File: src/uvr_pkg.sv
/*
 * Constants for the vendor register group of the transceiver: register
 * addresses, field positions, reset values, codes and conversion timing.
 * Assumes a 200 MHz core clock and six-bit immediate register addresses.
 */
`default_nettype none

package uvr_pkg;

  // ****************************************************************
  // Register addresses
  // ****************************************************************
  localparam logic [5:0] ADDR_LATCH     = 6'h21; // Event latch, read clears
  localparam logic [5:0] ADDR_TRIM      = 6'h31; // Transmit amplitude trim
  localparam logic [5:0] ADDR_HEADSET   = 6'h33; // Headset mode key
  localparam logic [5:0] ADDR_CONV_WR   = 6'h36; // Conversion, load
  localparam logic [5:0] ADDR_CONV_SET  = 6'h37; // Conversion, set bits
  localparam logic [5:0] ADDR_CONV_CLR  = 6'h38; // Conversion, clear bits
  localparam logic [5:0] ADDR_VEND_LO   = 6'h30; // Vendor space start
  localparam logic [5:0] ADDR_VEND_HI   = 6'h3F; // Vendor space end

  // ****************************************************************
  // Field positions
  // ****************************************************************
  localparam int unsigned LATCH_FLOAT_BIT = 0;
  localparam int unsigned LATCH_CONV_BIT  = 3;
  localparam int unsigned TRIM_LSB        = 5;
  localparam int unsigned CONV_DONE_BIT   = 3;
  localparam int unsigned CONV_GO_BIT     = 4;
  localparam int unsigned CONV_RSV_BIT    = 5;
  localparam int unsigned CONV_IRQEN_BIT  = 6;

  // ****************************************************************
  // Values and codes
  // ****************************************************************
  localparam logic [3:0] HEADSET_KEY     = 4'hA;  // Exact key 1010
  localparam logic [1:0] TRIM_NOMINAL    = 2'h0;  // Nominal drive
  localparam logic [1:0] TRIM_UP_11P1    = 2'h1;  // Drive up 11.1 percent
  localparam logic [1:0] TRIM_UP_7P4     = 2'h2;  // Drive up 7.4 percent
  localparam logic [1:0] TRIM_UP_3P7     = 2'h3;  // Drive up 3.7 percent
  localparam logic [2:0] RCODE_0_OHM     = 3'h0;
  localparam logic [2:0] RCODE_75_OHM    = 3'h1;
  localparam logic [2:0] RCODE_100K      = 3'h2;
  localparam logic [2:0] RCODE_200K      = 3'h3;
  localparam logic [2:0] RCODE_440K      = 3'h4;
  localparam logic [2:0] RCODE_FLOATING  = 3'h5;
  localparam logic [2:0] RCODE_ERROR     = 3'h7;
  localparam logic [7:0] RST_BYTE        = 8'h00; // All fields reset to zero

  // ****************************************************************
  // Conversion timing
  // ****************************************************************
  localparam int unsigned CONV_TIME_US = 282;
  localparam int unsigned CLK_MHZ      = 200;
  localparam int unsigned CONV_CYCLES  = CONV_TIME_US * CLK_MHZ;

endpackage

`default_nettype wire

File: src/uvr_regs.sv
/*
 * Vendor register group: event latch, transmit trim, headset key and
 * ID resistor conversion control with completion interrupt.
 * Assumes a ULPI front end that decodes immediate register reads and
 * writes into one-cycle strobes on the core clock; converter and ID
 * float detector are analogue and arrive asynchronously.
 */
`timescale 1ns/10ps
`default_nettype none

module uvr_regs
  import uvr_pkg::*;
#(
  parameter int unsigned CONV_CYC = CONV_CYCLES // Conversion length in cycles
) (
  input  wire logic       core_clk_i,
  input  wire logic       rst_n_i,
  input  wire logic       reg_rd_i,            // Immediate read strobe
  input  wire logic       reg_wr_i,            // Immediate write strobe
  input  wire logic [5:0] reg_addr_i,
  input  wire logic [7:0] reg_wdata_i,
  input  wire logic       id_open_i,           // ID pin floating, async
  input  wire logic [2:0] id_meas_code_i,      // Converter result, async
  input  wire logic       id_open_rise_enable_i,
  input  wire logic       id_open_fall_enable_i,
  input  wire logic       kit_irq_enable_i,    // Twin enable, carkit group
  output logic      [7:0] reg_rdata_o,
  output logic            alt_int_o,
  output logic      [1:0] hs_tx_trim_o,
  output logic            headset_mode_on_o,
  output logic            id_measure_run_o,
  output logic      [2:0] id_resistor_code_o,
  output logic            id_measure_done_o
);

  localparam int unsigned CW = $clog2(CONV_CYC + 1);

  // ****************************************************************
  // Elaboration check
  // ****************************************************************
  if (CONV_CYC < 2) begin : g_bad_len
    $error("uvr_regs: CONV_CYC must be at least 2");
  end

  // ****************************************************************
  // State
  // ****************************************************************
  typedef struct packed {
    logic [7:0]    rdata;
    logic          alt_int;
    logic [1:0]    trim;
    logic [3:0]    key;
    logic          hs_on;
    logic [2:0]    code;
    logic          done;
    logic          go;
    logic          rsv5;
    logic          irq_en;
    logic          l_float;
    logic          l_conv;
    logic [CW-1:0] cnt;
    logic          fl_s1;
    logic          fl_s2;
    logic          fl_prev;
    logic [1:0]    warm;
    logic [2:0]    mc_s1;
    logic [2:0]    mc_s2;
  } uvr_state_t;

  uvr_state_t q;
  uvr_state_t d;
  logic [1:0] rst_sync_q;
  logic       rst_n;
  logic       float_ev;
  logic       conv_ev;
  logic       finish;
  logic [7:0] conv_byte;

  // Reset release through two flops
  always_ff @(posedge core_clk_i or negedge rst_n_i) begin
    if (!rst_n_i) begin
      rst_sync_q <= 2'h0;
    end else begin
      rst_sync_q <= {rst_sync_q[0], 1'b1};
    end
  end
  assign rst_n = rst_sync_q[1];

  // Event terms
  // Edges ignored until pin history has filled after reset, no false edge
  assign float_ev = (q.warm == 2'h3)
                  & ((q.fl_s2 & ~q.fl_prev & id_open_rise_enable_i)
                  | (~q.fl_s2 & q.fl_prev & id_open_fall_enable_i));
  assign finish   = q.go && (q.cnt == CW'(CONV_CYC - 1));
  assign conv_ev  = finish & ~q.done & (q.irq_en | kit_irq_enable_i);
  assign conv_byte = {1'b0, q.irq_en, q.rsv5, q.go, q.done, q.code};

  // ****************************************************************
  // Next state
  // ****************************************************************
  always_comb begin
    d = q;
    d.alt_int = 1'b0;
    // Synchronisers, then edge history
    d.fl_s1   = id_open_i;
    d.fl_s2   = q.fl_s1;
    d.fl_prev = q.fl_s2;
    d.warm    = (q.warm == 2'h3) ? q.warm : q.warm + 2'h1;
    d.mc_s1   = id_meas_code_i;
    d.mc_s2   = q.mc_s1;
    // Conversion timer runs only while started
    d.cnt = q.go ? CW'(q.cnt + 1'b1) : '0;
    // Register reads
    if (reg_rd_i) begin
      case (reg_addr_i)
        ADDR_LATCH: begin
          d.rdata = {4'h0, q.l_conv, 2'h0, q.l_float};
          d.l_float = 1'b0;
          d.l_conv  = 1'b0;
        end
        ADDR_TRIM:    d.rdata = {1'b0, q.trim, 5'h00};
        ADDR_HEADSET: d.rdata = {4'h0, q.key};
        ADDR_CONV_WR, ADDR_CONV_SET, ADDR_CONV_CLR: begin
          d.rdata = conv_byte;
          d.done  = 1'b0;
        end
        default:      d.rdata = 8'h00;
      endcase
    end
    // Register writes
    if (reg_wr_i) begin
      case (reg_addr_i)
        ADDR_TRIM:    d.trim = reg_wdata_i[TRIM_LSB +: 2];
        ADDR_HEADSET: d.key  = reg_wdata_i[3:0];
        ADDR_CONV_WR: begin
          d.code   = reg_wdata_i[2:0];
          d.go     = reg_wdata_i[CONV_GO_BIT];
          d.rsv5   = reg_wdata_i[CONV_RSV_BIT];
          d.irq_en = reg_wdata_i[CONV_IRQEN_BIT];
        end
        ADDR_CONV_SET: begin
          d.code   = q.code | reg_wdata_i[2:0];
          d.go     = q.go | reg_wdata_i[CONV_GO_BIT];
          d.rsv5   = q.rsv5 | reg_wdata_i[CONV_RSV_BIT];
          d.irq_en = q.irq_en | reg_wdata_i[CONV_IRQEN_BIT];
        end
        ADDR_CONV_CLR: begin
          d.code   = q.code & ~reg_wdata_i[2:0];
          d.go     = q.go & ~reg_wdata_i[CONV_GO_BIT];
          d.rsv5   = q.rsv5 & ~reg_wdata_i[CONV_RSV_BIT];
          d.irq_en = q.irq_en & ~reg_wdata_i[CONV_IRQEN_BIT];
        end
        default: ;
      endcase
    end
    // Completion wins over any clear in the same cycle
    if (finish) begin
      d.go   = 1'b0;
      d.done = 1'b1;
      d.code = q.mc_s2;
      d.cnt  = '0;
    end
    // Latch sets win over read clear
    if (float_ev) begin
      d.l_float = 1'b1;
    end
    if (conv_ev) begin
      d.l_conv = 1'b1;
    end
    d.alt_int = float_ev | conv_ev;
    d.hs_on   = (d.key == HEADSET_KEY);
  end

  // State register
  always_ff @(posedge core_clk_i or negedge rst_n) begin
    if (!rst_n) begin
      q <= '0;
    end else begin
      q <= d;
    end
  end

  // Outputs straight from flops
  assign reg_rdata_o        = q.rdata;
  assign alt_int_o          = q.alt_int;
  assign hs_tx_trim_o       = q.trim;
  assign headset_mode_on_o  = q.hs_on;
  assign id_measure_run_o   = q.go;
  assign id_resistor_code_o = q.code;
  assign id_measure_done_o  = q.done;
endmodule // uvr_regs

`default_nettype wire

File: config.mk
export PLATFORM = sky130hd
export DESIGN_NAME = uvr_regs
export DESIGN_NICKNAME = d
export VERILOG_FILES = /design/src/uvr_pkg.sv /design/src/uvr_regs.sv
export SDC_FILE = /design/constraint.sdc
export NUM_CORES = 1
export LEC_CHECK = 0
export ABC_AREA = 1
export BUFFER_PORTS_ARGS = -buffer_cell sky130_fd_sc_hd__clkbuf_2
export CORE_UTILIZATION = 50
export DETAILED_ROUTE_END_ITERATION = 12
export GPL_ROUTABILITY_DRIVEN = 1
export HOLD_SLACK_MARGIN = 0.08
export PLACE_DENSITY = 0.76
export SETUP_SLACK_MARGIN = 0.4
export SLEW_MARGIN = 25
export SYNTH_ARGS = -nofsm -noshare
export SYNTH_HDL_FRONTEND = slang
export SYNTH_SLANG_ARGS = --single-unit
File: constraint.sdc
create_clock -name core_clk_i -period 1.98 [get_ports core_clk_i]
set_input_delay 0.198 -clock core_clk_i [delete_from_list [all_inputs] [get_ports core_clk_i]]
set_output_delay 0.198 -clock core_clk_i [all_outputs]
set_load 0.02 [all_outputs]
==> summary.txt, run 1 <==
Place
  • Placed inst area: around 2900 µm²
  • Placer Congestion: 0.890
  • DP Wirelength: approximately 4.1 mm
  • Port bufs: 39

Clocking
  • Num CTS Buffers: 5
  • CTS tree: built
  • Htree depth: 2
  • Clock Latency Late Sink: ~0.3 ns
  • Longest Clk Path Bufs: 2
  • CTS Root Buffer Type: clkbuf_8
  • Clock sink count: between 50 and 60
  • CTS clk-pin slew, worst paths: 0.10 ns

Run
  • Max-cap violations: 0

Setup path
  • R2r setup slk: around 0.5 ns
  • Critical path type: register to register
  • CP Capture Type: register
  • CP delay by family, top: simple AND/OR/NAND/NOR gates
  • Critical-path top delay cell: dfrtp_1
  • Critical path buffers and inverters: 2
  • Register-to-Register Path Depth: 9
  • CP cell instances: ha_2 > nand3_4 > nor2_4 > inv_1 > nor2_4 > nand3_1 > nand2_1 > inv_1 > nand2_1
  • Arr. time, crit path: ~1.7 ns
  • Startpoint Class: register
  • CP peak stage delay: between 0.3 and 0.4 ns
  • CP required: 2.21 ns
  • FF-to-FF End: id_resistor_code_o[2]$_DFFE_PN0P_
  • Crit-path max FO: 5
  • Worst reg2reg startpoint: q[12]$_DFF_PN0_

Detailed routing
  • Starting DRT DRC Count: 110
  • Total Wirelength: approximately 5.6 mm
  • ANT nets after route: 0
  • DR DRC count: 0
  • Vias per Instance: 5.06
  • Routed length per placed instance: about 12 µm
  • 1st-pass router iterations: 4
  • Vias: approximately 2300

STA
  • Relative slew margins: approximately three fifths
  • Fin crit period: roughly 1.5 ns
  • Final hold vios: 0
  • Setup_tns: 0 ns
  • Final Max Slew Viols: 0
  • Slew @ Worst Pin: 0.628 ns
  • Period utilisation layout: between 70% and 80%
  • Setup repair after global routing missed its margin: no
  • Finish-stage setup viols: 0
  • Final Skew: 0.00890 ns
  • Fmax: around 0.68 GHz

Final layout
  • Share of layout cells above drive strength 1: around a fifth
  • Most common cell after layout, fill and taps aside: nand2_1
  • Number of diodes: 0
  • Design area: 3170 µm²
  • Synthesis-to-finish area growth: 15.6%
  • Most frequent cells in the layout: nand2_1, dfrtp_1, inv_1, nand3_1, clkbuf_2
  • Final nets: slightly above 400
  • Number of filler cells placed in the layout: ~460

Synth
  • Sequential cell area fraction in the yosys report: 48.4%
  • Syn Inst Count: 340
  • Area share of the largest cell type after synthesis: approximately half
  • Ys flop type: dfrtp_1
  • EDFF count, synth: 0
  • Synth warn: 0
  • Syn Area/Cell: approximately 8.1 µm²
  • Area contributors post-synth: dfrtp_1, nand2_1, nand3_1
  • Area leader, netlist: dfrtp_1
  • Unique masters post-synth: 34
  • Yosys reg bits: 53
  • Ys async rst share: between 90% and 100%
  • Syn nets: around 370
  • Synthesized cell area: between 2000 and 3000 µm²

Power and ir drop
  • Power per Cell Area: ~700 nW/µm²
  • Max VDD drop: approximately 0.57 mV
  • P_leak: about 1.6 nW

Floorplan
  • Die height: 76.0 µm
  • Initial core utilization: a little over half
  • I/O pin cnt: 42
  • Die area: around 5800 µm²
  • Die W: roughly 76 µm
  • Core box area: around 5200 µm²
  • Core Rows: 26

Min path
  • Hold path start: reg_wdata_i[3]
  • Hold Path End: q[40]$_DFF_PN0_
  • Hold path depth: 3
  • Worst hold-check path type: primary input to register

Global routing
  • GRT overflow: 0
  • First-pass GRT wire length: a little under 10 mm
  • Largest net degree at the start of global routing: 52
  • Vias in the first global route: 2156
  • Initial antenna violation count: 0
  • GRT Overall Usage: 21.0%

Run status
  • Outcome: completed
-- cell type report --
type                            instances  area, µm²  area share, %
Sequential cell                        53       1330           41.9
Clock buffer                            6       82.6           2.61
Clock inverter                          2       13.8          0.434
Timing Repair Buffer                   49        283           8.93
Tap cell                               70       87.6           2.76
Inverter                               47        176           5.57
Multi-Input combinational cell        226       1200           37.8
-- cell families after synthesis --
logic type / count (synthesis) / synth area share [%]
flip-flops: 53 / 48.4
adder cells (fa/ha/maj): 2 / 0.913
AND/OR/NAND/NOR: 185 / 31.7
XOR/XNOR: 5 / 1.60
buffers and inverters: 61 / 10.1
multiplexers: 1 / 0.411
other: 2 / 0.274
AO/OA/AOI/OAI: 31 / 6.53
-- sequential cells by signal, indices dropped and copies added, names as in the netlist --
| register | flops |
|---|---|
| hs_tx_trim_o | 2 |
| headset_mode_on_o | 1 |
| rst_sync_q | 2 |
| reg_rdata_o | 7 |
| id_measure_done_o | 1 |
| d | 5 |
| id_resistor_code_o | 3 |
| conv_byte | 2 |
| id_measure_run_o | 1 |
| q | 28 |
| alt_int_o | 1 |
-- what timing repair did --
item	CTS	global route
setup buffers	0	3
resized for setup	6	9
hold buffers	5	0
pin swaps	1	1
endpoints found under the hold margin	6	0
endpoints found under the setup margin	6	11
-- worst max path at each step --
stage | from | to | slack, ns | depth (start not counted)
final | q[12]$_DFF_PN0_ | id_resistor_code_o[2]$_DFFE_PN0P_ | 0.51 | 9
after global routing | q[19]$_DFF_PN0_ | q[11]$_DFF_PN0_ | 0.42 | 7
after CTS | q[11]$_DFF_PN0_ | id_resistor_code_o[2]$_DFFE_PN0P_ | 0.44 | 9
after detailed placement | q[11]$_DFF_PN0_ | alt_int_o$_DFF_PN0_ | 0.32 | 7
after global placement | q[11]$_DFF_PN0_ | alt_int_o$_DFF_PN0_ | 0.37 | 7
after floorplan | id_measure_run_o$_DFFE_PN0P_ | q[11]$_DFF_PN0_ | 0.57 | 8
-- where the power goes --
| part | switching (mW) | internal [mW] | leakage (nW) |
|---|---|---|---|
| clock | 0.345 | 0.284 | 0.0512 |
| sequential | 0.0674 | 1.17 | 0.673 |
| combinational | 0.256 | 0.129 | 0.912 |
| total | 0.668 | 1.58 | 1.64 |
-- worst register-to-register path, stage by stage, from the launching register on --
cell and delay [ns]:
dfrtp_1 0.37, ha_2 0.23, nand3_4 0.13, nor2_4 0.17
inv_1 0.08, nor2_4 0.16, nand3_1 0.09, nand2_1 0.07
inv_1 0.04, nand2_1 0.07
-- per-layer routing --
layer / up-vias / global-route usage, % / wire [µm]
met4: 0 / 6.15 / 25
met3: 2 / 4.31 / 291
met2: 70 / 33.5 / 2560
li1: 1160 / - / -
met5: - / 0 / 0
met1: 1058 / 29.1 / 2750
-- through the flow --
step / worst slack (ns) / utilization [%] / std cells / hold slack (ns) / power [mW]
floorplan: 0.574 / - / 340 / -0.0976 / 1.51
global placement: 0.370 / 56.4 / 437 / -0.0166 / 1.61
detailed placement: 0.323 / 56.4 / 437 / -0.0140 / 1.62
CTS: 0.436 / 59.8 / 450 / 0.121 / 2.25
global route: 0.421 / 60.9 / 453 / 0.145 / 2.38
finish: 0.511 / 60.9 / 453 / 0.130 / 2.25
-- synthesized netlist by cell type, drive strengths merged, types with 3 or more instances --
| cell type | instances |
|---|---|
| inv | 46 |
| nand4 | 3 |
| xor2 | 4 |
| nor2 | 42 |
| a21oi | 6 |
| nand2 | 80 |
| nor3 | 7 |
| o21ai | 18 |
| nand3 | 47 |
| buf | 13 |
| dfrtp | 53 |
| o211ai | 3 |
(Power assumes the default switching activity.)
==> inputs of run 2 (changes only) <==
- PLACE_DENSITY: 0.76 -> 0.78
- clock period: 1.98 -> 1.2 ns (I/O delays scaled with it)
==> run 2 against run 1 <==
  * Clock skew rose by 0.0012 ns
  * Non-clock buffer count rose by 58
  * Power rose by 85%
  * The flow now finishes with violations (setup timing)
  * Sequential share of layout area fell by 11 points
  * Sequential cell count did not move
  * Global-route usage rose by 6.2 points
  * Clock power rose by 56%
  * Sequential power rose by 68%
  * Clock-buffer cell count did not move
  * First-iteration DRC count rose by 23%
  * Utilization rose by 21 points
==> summary.txt, run 2 (synthesis results as in run 1) <==
Clocking
  • CTS Root Buffer Type: clkbuf_8
  • Clock sink count: 53 (unchanged)
  • CTS clk-pin slew, worst paths: 0.09 ns (about the same)
  • Longest Clk Path Bufs: 2 (unchanged)
  • Clock Latency Late Sink: 0.30 ns (about the same)
  • Num CTS Buffers: 5 (unchanged)
  • Htree depth: 2 (unchanged)
  • CTS tree: built

Setup path
  • CP cell instances: inv_1 > nand2_2 > nor3_2 > nand2_1 > o2111ai_1 > inv_1
  • CP Capture Type: register
  • Register-to-Register Path Depth: 6 (-3)
  • Cell repeated most along the worst path: inv_1
  • Crit-path max FO: 3 (-2)
  • CP peak stage delay: 0.41 ns (+0.04 ns)
  • Crit path depth: 6 (-3)
  • Startpoint Class: register
  • Worst reg2reg startpoint: q[15]$_DFF_PN0_
  • R2r setup slk: -0.15 ns (-0.66 ns)
  • Arr. time, crit path: 1.53 ns (-0.17 ns)
  • CP startpoint: q[15]$_DFF_PN0_
  • CP required: 1.39 ns (-0.82 ns)
  • Critical path buffers and inverters: 2 (unchanged)
  • Timing endpoint of the critical path: q[15]$_DFF_PN0_
  • FF-to-FF End: q[15]$_DFF_PN0_
  • Critical path type: register to register
  • Critical-path top delay cell: dfrtp_1
  • CP delay by family, top: simple AND/OR/NAND/NOR gates

Global routing
  • GRT overflow: 0 (unchanged)
  • Met3 Use GR: 4.91% (+0.60 points)
  • Initial antenna violation count: 0 (unchanged)
  • M1 GR Usage: 29.3% (+0.19 points)
  • Largest net degree at the start of global routing: 52 (unchanged)
  • Vias in the first global route: 2774 (+29%)
  • GRT Overall Usage: 27.2% (+6.2 points)
  • Grt peak-use layer: met2
  • M2 GR Usage: 50.6% (+17 points)
  • First-pass GRT wire length: 12.4 mm (+28%)

STA
  • Period utilisation layout: 112% (+38 points)
  • Setup repair after global routing missed its margin: yes
  • Fmax: 0.742 GHz (+9.0%)
  • Final Skew: 0.0101 ns (+0.00117 ns)
  • Fin worst setup slack: -0.148 ns (-0.659 ns)
  • Finish-stage setup viols: 19 (+19)
  • Final Max Slew Viols: 0 (unchanged)
  • Fin crit period: 1.35 ns (-0.121 ns)
  • Final hold vios: 0 (unchanged)

Detailed routing
  • Vias per Instance: 5.33 (+5.5%)
  • Vias: 2731 (+19%)
  • 1st-pass router iterations: 8 (+4)
  • Total Wirelength: 8.16 mm (+45%)
  • DR DRC count: 0 (unchanged)
  • ANT nets after route: 0 (unchanged)
  • Routed length per placed instance: 15.9 µm (+28%)
  • Starting DRT DRC Count: 135 (+23%)

Final layout
  • Final nets: 468 (+14%)
  • Most frequent cells in the layout: nand2_1, dfrtp_1, buf_4
  • Number of filler cells placed in the layout: 298 (-36%)
  • Multi-input logic area: 1560 µm² (+30%)
  • Finished Layout Cells: 512 (+13%)
  • Share of layout cells above drive strength 1: 44.8% (+24 points)
  • Design area: 4260 µm² (+34%)
  • Synthesis-to-finish area growth: 55.3%
  • Max FFs per register: 28 (unchanged)
  • Area of all sequential standard cells: 1340 µm² (+0.66%)
  • Most common cell after layout, fill and taps aside: nand2_1
  • Finished Core Util: 81.8% (+21 points)
  • Number of diodes: 0 (unchanged)
  • Reg with most FFs: q

Floorplan
  • Initial core utilization: 52.6% (unchanged)
  • Die W: 76.0 µm (unchanged)
  • Die area: 5780 µm² (unchanged)
  • Core Rows: 26 (unchanged)
  • I/O pin cnt: 42 (unchanged)
  • Die height: 76.0 µm (unchanged)
  • Core box area: 5200 µm² (unchanged)

Power and ir drop
  • Max VDD drop: 0.641 mV (+12%)
  • Power Internal: 2.86 mW (+80%)
  • Power per Cell Area: 977 nW/µm² (+38%)
  • P_leak: 2.12 nW (+30%)
  • Sequential Power Share: 50.1% (-4.8 points)
  • Switch Pwr: 1.30 mW (+95%)
  • Tot Pwr: 4.16 mW (+85%)
  • Combinational fraction of design power: 26.3% (+9.2 points)
  • Switching Fraction: 31.3% (+1.6 points)
  • Clock share of power: 23.6% (-4.3 points)

Run
  • Max-cap violations: 0 (unchanged)

Place
  • Port bufs: 39 (unchanged)
  • Placed cells: 469 (+7.3%)
  • Placer Congestion: 0.926 (+4.1%)
  • Placed inst area: 3400 µm² (+16%)
  • DP Wirelength: 4.87 mm (+18%)

Min path
  • Hold path start: reg_wdata_i[1]
  • Worst hold-check path type: primary input to register

Run status
  • Outcome: finished with violations
  • Failing checks: setup timing
-- run 2: changes by cell type in the layout (fill, tap and decap cells not counted), moves of 9 or more --
cell / delta
buf_6: +11
nor2_1: -14
clkbuf_2: -22
inv_1: -9
nand2_1: -12
clkbuf_8: +12
buf_4: +42
o21ai_0: -11
-- run 2: what timing repair did --
item / CTS / global route
endpoints found under the setup margin: 56 / 54
gates cloned: 0 / 1
gates resized for setup: 75 / 50
hold buffers: 9 / 0
hold endpoints to repair: 9 / 0
buffers inserted: 12 / 13
pin swaps: 14 / 22
-- run 2: through the flow --
stage | hold WS, ns | setup TNS (ns) | setup slack, ns
6_report | 0.109 | -1.84 | -0.148
5_1_grt | 0.117 | -3.87 | -0.240
4_1_cts | 0.0932 | -1.54 | -0.125
3_5_place_dp | -0.0936 | -1.76 | -0.143
3_3_place_gp | -0.0933 | -1.11 | -0.103
2_1_floorplan | -0.176 | -0.0997 | -0.0312
-- run 2: worst min path at each step --
stage	cells past startpoint	endpoint
global route	2	rst_sync_q[1]$_DFF_PN0_
CTS	3	reg_rdata_o[3]$_DFFE_PN0P_
finish	3	q[38]$_DFF_PN0_
global placement	1	rst_sync_q[0]$_DFF_PN0_
detailed placement	1	rst_sync_q[0]$_DFF_PN0_
floorplan	0	rst_sync_q[0]$_DFF_PN0_
-- run 2: metal layers --
metal / vias up / wire, µm
li1: 1285 / -
met2: 83 / 4540
met3: 29 / 263
met5: - / 0
met4: 0 / 300
met1: 1334 / 3050
-- run 2: cell type report --
class                           count  share of cell area (%)
Timing Repair Buffer              107                    23.2
Sequential cell                    53                    31.4
Inverter                           47                    4.64
Tap cell                           70                    2.06
Multi-Input combinational cell    227                    36.6
Clock inverter                      2                   0.353
Clock buffer                        6                    1.70
-- run 2: worst register-to-register path, delay by kind of cell, from the launching register on --
kind	cells	cell delay (ns)
and+or+nand+nor	3	0.48
DFF	1	0.41
buffers and inverters	2	0.22
AOI/OAI and AO/OA	1	0.13
-- run 2: power groups by stage --
stage / combinational (mW) / sequential (mW) / clock (mW)
final: 1.09 / 2.08 / 0.982
after global routing: 1.17 / 2.10 / 1.07
after CTS: 0.992 / 2.07 / 1.00
after detailed placement: 0.703 / 2.10 / 0
after global placement: 0.687 / 2.09 / 0
after floorplan: 0.442 / 2.10 / 0
